File: src/rtl/ccm_pkg.sv
// Package with register map, mode codes and field layout of the mode control
package ccm_pkg;

   // =========================================================
   // Register offsets (4-bit register port address)
   localparam logic [3:0] ADDR_CONTROL = 4'h0;
   localparam logic [3:0] ADDR_DUTY_HIGH = 4'h1;
   localparam logic [3:0] ADDR_COMPARE_LO = 4'h2;
   localparam logic [3:0] ADDR_COMPARE_HI = 4'h3;
   localparam logic [3:0] ADDR_CAPTURE_LO = 4'h4;
   localparam logic [3:0] ADDR_CAPTURE_HI = 4'h5;
   localparam logic [3:0] ADDR_IRQ_STATUS = 4'h6;
   localparam logic [3:0] ADDR_IRQ_MASK = 4'h7;

   // =========================================================
   // Control register layout
   localparam int MODE_LSB = 0;
   localparam int DUTY_LOW_LSB = 4;
   localparam logic [7:0] CONTROL_IMPL_MASK = 8'h3F;
   localparam logic [7:0] CONTROL_RESET = 8'h00;
   localparam logic [7:0] BYTE_ZERO = 8'h00;

   // =========================================================
   // Interrupt status bits
   localparam int IRQ_MATCH_CAPTURE = 0;
   localparam int IRQ_SPECIAL = 1;
   localparam int IRQ_WIDTH = 2;

   // =========================================================
   // Mode field encodings
   localparam logic [3:0] MODE_OFF = 4'h0;
   localparam logic [3:0] MODE_TOGGLE = 4'h2;
   localparam logic [3:0] MODE_CAN_CAPTURE = 4'h3;
   localparam logic [3:0] MODE_CAP_FALL = 4'h4;
   localparam logic [3:0] MODE_CAP_RISE = 4'h5;
   localparam logic [3:0] MODE_CAP_RISE4 = 4'h6;
   localparam logic [3:0] MODE_CAP_RISE16 = 4'h7;
   localparam logic [3:0] MODE_SET_HIGH = 4'h8;
   localparam logic [3:0] MODE_SET_LOW = 4'h9;
   localparam logic [3:0] MODE_SOFT_IRQ = 4'hA;
   localparam logic [3:0] MODE_SPECIAL = 4'hB;
   localparam logic [1:0] MODE_PWM_TOP = 2'h3;

   // =========================================================
   // Prescale terminal counts
   localparam logic [3:0] PRESCALE_4_LAST = 4'h3;
   localparam logic [3:0] PRESCALE_16_LAST = 4'hF;
   localparam logic [3:0] PRESCALE_ZERO = 4'h0;

   // Register port request
   typedef struct packed {
      logic [3:0] addr;
      logic [7:0] wdata;
      logic write;
      logic read;
   } ccm_req_s;

endpackage : ccm_pkg

File: src/rtl/ccm_edge_prescale.sv
// Pin edge detector with capture prescaler
`timescale 1ns/1ps
`default_nettype none
module ccm_edge_prescale (
   // Clock and reset
   input wire logic clk,
   input wire logic rstN,
   // Control
   input wire logic clear,
   input wire logic [3:0] lastCount,
   input wire logic useFalling,
   input wire logic enable,
   // Pin sample and result
   input wire logic pinIn,
   output logic fire
);

   logic pinPrev;
   logic [3:0] count;
   logic edgeSeen;

   // Previous pin sample
   always_ff @(posedge clk or negedge rstN) begin
      if (!rstN) begin
         pinPrev <= 1'b0;
      end else begin
         pinPrev <= pinIn;
      end
   end

   assign edgeSeen = enable &&
      (useFalling ? (pinPrev && !pinIn) : (!pinPrev && pinIn));

   // Edge counter; fires on the last counted edge
   always_ff @(posedge clk or negedge rstN) begin
      if (!rstN) begin
         count <= ccm_pkg::PRESCALE_ZERO;
      end else if (clear) begin
         count <= ccm_pkg::PRESCALE_ZERO;
      end else if (edgeSeen) begin
         if (count == lastCount) begin
            count <= ccm_pkg::PRESCALE_ZERO;
         end else begin
            count <= count + 4'h1;
         end
      end
   end

   assign fire = edgeSeen && (count == lastCount);

endmodule : ccm_edge_prescale
`default_nettype wire

File: src/rtl/ccm_mode_control.sv
// Capture/compare/PWM mode control with register port and interrupt
`timescale 1ns/1ps
`default_nettype none
// Function
// - In PWM mode the two duty low bits form bits 1:0 of duty.
// - Duty bits 9:2 come from the duty high register, above low bits.
// - Mode 0000 turns unit off and clears its pin, match and prescaler state; capture and flags are kept.
// - Mode 0010 toggles pin on each compare match and sets flag.
// - Mode 0011 captures on CAN message received, first unit only.
// - Mode 0100 captures on every falling pin edge.
// - Mode 0101 captures on every rising pin edge.
// - Mode 0110 captures on every fourth rising pin edge.
// - Mode 0111 captures on every sixteenth rising pin edge.
// - Mode 1000 drives pin low on entry, high on match, sets flag.
// - Mode 1001 drives pin high on entry, low on match, sets flag.
// - Mode 1010 sets flag on match, pin left unchanged.
// - Mode 1011 sets flag and emits special-event timer reset on match.
// - Unimplemented control bits read back as zero.
module ccm_mode_control #(
   parameter bit FIRST_UNIT = 1'b1,
   parameter int TIMER_WIDTH = 16
) (
   // Clock and reset
   input wire logic core_clk,
   input wire logic reset_n,
   // Register port
   input wire logic [3:0] regAddr,
   input wire logic [7:0] regWriteData,
   input wire logic regWrite,
   input wire logic regRead,
   output logic [7:0] regReadData,
   // Timer and events
   input wire logic [TIMER_WIDTH-1:0] timerValue,
   input wire logic canReceived,
   // Capture/compare pin
   input wire logic pinIn,
   output logic pinOut,
   output logic pinOe,
   // Results
   output logic [9:0] pwmDuty,
   output logic pwmEnable,
   output logic specialTrigger,
   output logic matchCapturePulse,
   output logic irq
);

   // =========================================================
   // Reset synchroniser
   logic rstMeta;
   logic rstN;

   always_ff @(posedge core_clk or negedge reset_n) begin
      if (!reset_n) begin
         rstMeta <= 1'b0;
         rstN <= 1'b0;
      end else begin
         rstMeta <= 1'b1;
         rstN <= rstMeta;
      end
   end

   // =========================================================
   // Registers
   ccm_pkg::ccm_req_s req;
   logic [7:0] control;
   logic [7:0] dutyHigh;
   logic [TIMER_WIDTH-1:0] compareValue;
   logic [TIMER_WIDTH-1:0] captureValue;
   logic [ccm_pkg::IRQ_WIDTH-1:0] irqStatus;
   logic [ccm_pkg::IRQ_WIDTH-1:0] irqMask;
   logic [3:0] mode;
   logic [3:0] prevMode;
   logic modeChanged;
   logic compareMatch;
   logic matchPrev;
   logic matchEvent;
   logic captureEvent;
   logic prescaleFire;
   logic [3:0] prescaleLast;
   logic isCapture;
   logic isPwm;
   logic [ccm_pkg::IRQ_WIDTH-1:0] irqSet;

   assign req = '{addr: regAddr, wdata: regWriteData,
                  write: regWrite, read: regRead};
   assign mode = control[ccm_pkg::MODE_LSB +: 4];
   assign modeChanged = (mode != prevMode);
   assign isPwm = (mode[3:2] == ccm_pkg::MODE_PWM_TOP);

   // Control register; only implemented bits stored
   always_ff @(posedge core_clk or negedge rstN) begin
      if (!rstN) begin
         control <= ccm_pkg::CONTROL_RESET;
      end else if (req.write && req.addr == ccm_pkg::ADDR_CONTROL) begin
         control <= req.wdata & ccm_pkg::CONTROL_IMPL_MASK;
      end
   end

   // Duty high and compare value registers
   always_ff @(posedge core_clk or negedge rstN) begin
      if (!rstN) begin
         dutyHigh <= ccm_pkg::BYTE_ZERO;
         compareValue <= '0;
      end else if (req.write) begin
         case (req.addr)
            ccm_pkg::ADDR_DUTY_HIGH: dutyHigh <= req.wdata;
            ccm_pkg::ADDR_COMPARE_LO: compareValue[7:0] <= req.wdata;
            ccm_pkg::ADDR_COMPARE_HI: begin
               compareValue[TIMER_WIDTH-1:8] <=
                  req.wdata[TIMER_WIDTH-9:0];
            end
            default: ;
         endcase
      end
   end

   // Mode history for entry detection
   always_ff @(posedge core_clk or negedge rstN) begin
      if (!rstN) begin
         prevMode <= ccm_pkg::MODE_OFF;
      end else begin
         prevMode <= mode;
      end
   end

   // =========================================================
   // Compare match, one event per new match
   assign compareMatch = (timerValue == compareValue);

   always_ff @(posedge core_clk or negedge rstN) begin
      if (!rstN) begin
         matchPrev <= 1'b0;
      end else if (mode == ccm_pkg::MODE_OFF) begin
         matchPrev <= 1'b0;
      end else begin
         matchPrev <= compareMatch;
      end
   end

   // Compare modes are 0010 and 1000..1011
   assign matchEvent = compareMatch && !matchPrev && !modeChanged &&
      (mode == ccm_pkg::MODE_TOGGLE || mode == ccm_pkg::MODE_SET_HIGH ||
       mode == ccm_pkg::MODE_SET_LOW || mode == ccm_pkg::MODE_SOFT_IRQ ||
       mode == ccm_pkg::MODE_SPECIAL);

   // =========================================================
   // Capture event sources
   assign isCapture = (mode >= ccm_pkg::MODE_CAP_FALL) &&
                      (mode <= ccm_pkg::MODE_CAP_RISE16);
   assign prescaleLast =
      (mode == ccm_pkg::MODE_CAP_RISE4) ? ccm_pkg::PRESCALE_4_LAST :
      (mode == ccm_pkg::MODE_CAP_RISE16) ? ccm_pkg::PRESCALE_16_LAST :
      ccm_pkg::PRESCALE_ZERO;

   ccm_edge_prescale u_prescale (
      .clk(core_clk),
      .rstN(rstN),
      .clear(modeChanged || mode == ccm_pkg::MODE_OFF),
      .lastCount(prescaleLast),
      .useFalling(mode == ccm_pkg::MODE_CAP_FALL),
      .enable(isCapture),
      .pinIn(pinIn),
      .fire(prescaleFire)
   );

   assign captureEvent = prescaleFire ||
      (FIRST_UNIT && mode == ccm_pkg::MODE_CAN_CAPTURE &&
       canReceived);

   // Capture register
   always_ff @(posedge core_clk or negedge rstN) begin
      if (!rstN) begin
         captureValue <= '0;
      end else if (captureEvent) begin
         captureValue <= timerValue;
      end
   end

   // =========================================================
   // Pin drive
   always_ff @(posedge core_clk or negedge rstN) begin
      if (!rstN) begin
         pinOut <= 1'b0;
      end else if (mode == ccm_pkg::MODE_OFF) begin
         pinOut <= 1'b0;
      end else if (modeChanged && mode == ccm_pkg::MODE_SET_HIGH) begin
         pinOut <= 1'b0;
      end else if (modeChanged && mode == ccm_pkg::MODE_SET_LOW) begin
         pinOut <= 1'b1;
      end else if (matchEvent) begin
         case (mode)
            ccm_pkg::MODE_TOGGLE: pinOut <= !pinOut;
            ccm_pkg::MODE_SET_HIGH: pinOut <= 1'b1;
            ccm_pkg::MODE_SET_LOW: pinOut <= 1'b0;
            default: pinOut <= pinOut;
         endcase
      end
   end

   // Drive pin in compare modes that own it
   always_ff @(posedge core_clk or negedge rstN) begin
      if (!rstN) begin
         pinOe <= 1'b0;
      end else begin
         pinOe <= (mode == ccm_pkg::MODE_TOGGLE ||
                   mode == ccm_pkg::MODE_SET_HIGH ||
                   mode == ccm_pkg::MODE_SET_LOW);
      end
   end

   // =========================================================
   // Event pulses
   always_ff @(posedge core_clk or negedge rstN) begin
      if (!rstN) begin
         specialTrigger <= 1'b0;
         matchCapturePulse <= 1'b0;
      end else begin
         specialTrigger <= matchEvent &&
            (mode == ccm_pkg::MODE_SPECIAL);
         matchCapturePulse <= matchEvent || captureEvent;
      end
   end

   // PWM duty assembly
   always_ff @(posedge core_clk or negedge rstN) begin
      if (!rstN) begin
         pwmDuty <= 10'h000;
         pwmEnable <= 1'b0;
      end else begin
         pwmDuty <= {dutyHigh,
                     control[ccm_pkg::DUTY_LOW_LSB +: 2]};
         pwmEnable <= isPwm;
      end
   end

   // =========================================================
   // Interrupt status, write one to clear, set wins
   assign irqSet[ccm_pkg::IRQ_MATCH_CAPTURE] = matchEvent || captureEvent;
   assign irqSet[ccm_pkg::IRQ_SPECIAL] =
      matchEvent && (mode == ccm_pkg::MODE_SPECIAL);

   always_ff @(posedge core_clk or negedge rstN) begin
      if (!rstN) begin
         irqStatus <= '0;
      end else begin
         if (req.write && req.addr == ccm_pkg::ADDR_IRQ_STATUS) begin
            irqStatus <= (irqStatus & ~req.wdata[ccm_pkg::IRQ_WIDTH-1:0])
                         | irqSet;
         end else begin
            irqStatus <= irqStatus | irqSet;
         end
      end
   end

   // Interrupt mask
   always_ff @(posedge core_clk or negedge rstN) begin
      if (!rstN) begin
         irqMask <= '0;
      end else if (req.write && req.addr == ccm_pkg::ADDR_IRQ_MASK) begin
         irqMask <= req.wdata[ccm_pkg::IRQ_WIDTH-1:0];
      end
   end

   assign irq = |(irqStatus & irqMask);

   // =========================================================
   // Read data, one cycle after the strobe
   always_ff @(posedge core_clk or negedge rstN) begin
      if (!rstN) begin
         regReadData <= ccm_pkg::BYTE_ZERO;
      end else if (req.read) begin
         case (req.addr)
            ccm_pkg::ADDR_CONTROL: begin
               regReadData <= control & ccm_pkg::CONTROL_IMPL_MASK;
            end
            ccm_pkg::ADDR_DUTY_HIGH: regReadData <= dutyHigh;
            ccm_pkg::ADDR_COMPARE_LO: regReadData <= compareValue[7:0];
            ccm_pkg::ADDR_COMPARE_HI: begin
               regReadData <= compareValue[TIMER_WIDTH-1:8];
            end
            ccm_pkg::ADDR_CAPTURE_LO: regReadData <= captureValue[7:0];
            ccm_pkg::ADDR_CAPTURE_HI: begin
               regReadData <= captureValue[TIMER_WIDTH-1:8];
            end
            ccm_pkg::ADDR_IRQ_STATUS: begin
               regReadData <= {6'h00, irqStatus};
            end
            ccm_pkg::ADDR_IRQ_MASK: regReadData <= {6'h00, irqMask};
            default: regReadData <= ccm_pkg::BYTE_ZERO;
         endcase
      end else begin
         regReadData <= ccm_pkg::BYTE_ZERO;
      end
   end

endmodule : ccm_mode_control
`default_nettype wire

File: config.mk
export PLATFORM = sky130hd
export DESIGN_NAME = ccm_mode_control
export DESIGN_NICKNAME = d
export VERILOG_FILES = /design/src/rtl/ccm_pkg.sv /design/src/rtl/ccm_edge_prescale.sv /design/src/rtl/ccm_mode_control.sv
export SDC_FILE = /design/constraint.sdc
export NUM_CORES = 1
export LEC_CHECK = 0
export BUFFER_PORTS_ARGS = -buffer_cell sky130_fd_sc_hd__buf_2
export CAP_MARGIN = 20
export CORE_ASPECT_RATIO = 0.7
export CORE_MARGIN = 2
export CORE_UTILIZATION = 30
export DETAILED_ROUTE_END_ITERATION = 12
export GPL_TIMING_DRIVEN = 0
export SLEW_MARGIN = 25
export SYNTH_ARGS = -nofsm -noshare
export SYNTH_HDL_FRONTEND = slang
export SYNTH_SLANG_ARGS = --single-unit
File: constraint.sdc
create_clock -name core_clk -period 5.2 [get_ports core_clk]
set_input_delay 0.52 -clock core_clk [delete_from_list [all_inputs] [get_ports core_clk]]
set_output_delay 0.52 -clock core_clk [all_outputs]
set_load 0.005 [all_outputs]
==> impl_results.md <==
- Highest fanout seen on the critical path: 10
- CP cell instances: buf_2, buf_1, nor2b_1, nand3_1, mux2_2
- Cell types with the largest area share after synthesis: sky130_fd_sc_hd__dfrtp_1 (55%), sky130_fd_sc_hd__mux2_2 (13%), sky130_fd_sc_hd__xor2_1 (3.6%)
- RePlAce Congestion: 0.8263
- DRC violation count after routing: 0
- Clock slew seen by the registers of the worst setup and hold paths: 0.06 ns
- Nature of the critical path endpoint: register
- Post-CTS setup buffer count: 0
- Finish-stage setup viols: 0
- Count of maximum capacitance violations: 0
- First-pass detailed-route iteration total: 4
- Filler cell count in the final layout: 1234
- Setup TNS: 0 ns
- Number of global-route vias before repair: 2738
- Clock network latency to the later pin of the worst-skew pair: 0.34 ns
- Outcome: complete, no violations
- Maximum root-to-sink buffer count: 2
- Layout Skew: 0.002422 ns
- Power consumption: 1.997 mW
- Pin count of the biggest net entering global routing: 50
- Transition time at the pin with the least slew margin: 0.8753 ns
- Minimum setup slack among reg-to-reg paths: 2.93 ns
- Required arrival time at the worst endpoint: 5.42 ns
- Cell types with the highest counts after synthesis: sky130_fd_sc_hd__dfrtp_1 (85), sky130_fd_sc_hd__mux2_2 (45), sky130_fd_sc_hd__nor2_1 (20)
- Critical Setup Path Class: in2reg
- Worst max-slew margin expressed relative to the limit: 0.4133
- Count of placed standard cells in the final layout, fillers left out: 543
- Layout cell share with drive strength beyond 1: 0.3543
- Arrival time of data at the critical path endpoint: 2.54 ns
- Antenna violation net count after detailed routing: 0
- Area added between synthesis and finish: 20.89%
- Clock period minus final worst setup slack: 2.311 ns
- Synth warn: 0
- Proportion of synthesized area in mux cells: 0.2054
- Top cell family by delay on the critical path: simple AND/OR/NAND/NOR gates
- Root cell of the clock tree: sky130_fd_sc_hd__clkbuf_16
- TritonCTS Sinks: 85
- Number of nets in the finished design: 412
- Power per unit of standard cell area: 427.0 nW/µm²
- Number of placement rows: 34
- Wire length of the first global-routing pass: 15280 µm
- Routed wire length per instance: 17.54 µm
- Average size of a mapped cell: 12.56 µm²
- Instance area at placement: 4388 µm²
- Cells after synthesis: 308
- Post-synthesis sequential area ratio: 0.5498
- Overall die area: 13830 µm²
- Count of unique library cells instantiated by Yosys: 41
- Post-route cell area: 4677 µm²
- Count of inserted antenna diode cells: 0
- Combinational family with the most area after synthesis: multiplexers
- Top_reg_cell synth: sky130_fd_sc_hd__dfrtp_1
- Basic-gate share of the synthesized area counting and, or, nand and nor cells: 0.1129
- Cell area after technology mapping: 3869 µm²
- Max-slew violation count: 0
- Number of clock buffers inserted by TritonCTS: 9
- Number of placed cells counting well taps: 527
- Ports placed on the boundary: 58
- Share of the clock period used by the worst path: 0.4444
- Leakage Power: 2.141 nW
- Combined buffer and inverter count along the critical path: 2
- Die extent in x: 139.7 µm
- Total count of hold-check failures in the final report: 0
- Count of input and output buffers: 56
- Initial antenna violation count: 0
- Max Fclk: 432.8 MHz
- Count of instances resized after the clock tree is built: 0
- Cell at the slowest stage of the critical path: sky130_fd_sc_hd__buf_1
- Share of the synthesized area in the top cell type: 0.5498
- GRT Overall Usage: 0.1453
- Standard cell core area: 12510 µm²
- CTS H-Tree Depth: 3
- Vias after detailed routing: 2693
- Area share of xor/xnor cells in the synthesized design: 0.05433
- Post-synthesis share of cell area spent on full adders, half adders and majority gates: 0.003234
- Fraction of registers with async set/reset: 1.000
- Delay contributed by the slowest stage of the critical path: 0.54 ns
- Clock tree from TritonCTS: yes
- Worst ir drop on vdd: 0.0002118 V
- Global-route congestion overflow total: 0
- Post-Synthesis Net Count: 343
- Starting Density: 0.3093
- Synth Register Bits: 85
- Most instantiated library cell after synthesis: sky130_fd_sc_hd__dfrtp_1
- DIE HEIGHT: 99.01 µm
- Routed via count divided by cell count: 4.959
- Top cell type by total area after synthesis: sky130_fd_sc_hd__dfrtp_1
- DRT Wirelength: 9525 µm
- CP startpoint kind: primary input
- Fraction of the mapped netlist area in compound gates: 0.04787
- Post-detailed-placement half-perimeter wirelength: 6883 µm
- DRT iter0 DRCs: 190
- Hold Path Class: reg2async
- Number of synthesized flops with an enable pin: 0
- Unrepaired setup endpoints after global routing: false
## power breakdown
part	switching (mW)	internal, mW	total (mW)
combinational	0.197	0.258	0.455
clock	0.247	0.360	0.607
sequential	0.109	0.826	0.935
## layout make-up
cell class                 instances  area, µm²  area share
buffer                            13      80.08     0.01712
clock buffer                      14      274.0     0.05859
clock inverter                     1      5.005    0.001070
multi-input combinational        205       1648      0.3523
sequential                        85       2131      0.4556
inverter                           5      18.77    0.004013
timing repair buffer              58      317.8     0.06795
tap                              162      202.7     0.04334
## cell families after synthesis
group / count (synthesis)
other: 1
AND/OR/NAND/NOR: 84
flip-flops: 85
AO/OA/AOI/OAI: 29
adder cells (fa/ha/maj): 1
multiplexers: 66
buffers and inverters: 18
XOR/XNOR: 24
## state kept, by name, summed over array words and instances, names as in the netlist, 2 cells and up
signal and count:
prevMode 4, u_prescale.count 4, regReadData 8, control 6, pwmDuty 10, captureValue 16
irqStatus 2, irqMask 2, compareValue 16, dutyHigh 8
## layer usage
metal | wire (µm) | track usage | vias up
li1 | - | - | 1226
met1 | 4677 | 0.2105 | 1366
met2 | 4028 | 0.2056 | 91
met3 | 708 | 0.04325 | 10
met4 | 111 | 0.05308 | 0
met5 | 0 | 0 | -
## final timing paths
| kind | from | endpoint | cells past startpoint |
|---|---|---|---|
| max | regAddr[1] | compareValue[7] | 5 |
| min | rstN | compareValue[12] | 0 |
| max reg2reg | control[3] | captureValue[7] | 7 |
| min reg2reg | rstN | compareValue[12] | 0 |
| max in group asynchronous | rstN | irqMask[0] | 1 |
| min in group core_clk | pinIn | u_prescale.pinPrev | 1 |
## metrics by stage
stage / utilization / worst slack, ns / hold slack [ns]
global route: 0.3740 / 2.752 / 0.3299
floorplan: - / 2.657 / 0.2244
finish: 0.3740 / 2.889 / 0.2935
global placement: 0.3479 / 1.675 / 0.3051
CTS: 0.3740 / 2.874 / 0.3152
detailed placement: 0.3508 / 2.526 / 0.3076
## cells in the final DEF, fill, tap and decap left out, drive strengths merged, types with 4 or more instances in the layout
master / instances
buf: 65
inv: 4
xor2: 16
xnor2: 8
dfrtp: 85
a22oi: 5
nand2: 16
clkbuf: 19
o21ai: 9
nor3: 7
and2: 4
nor2: 20
nor2b: 9
mux2: 53
nor4: 6
nand3: 6
mux2i: 10
a21oi: 6
## what timing repair did
action,CTS,global route
setup endpoints to repair,0,0
hold endpoints to repair,2,0
hold buffers,1,0
(Power assumes the default switching activity.)
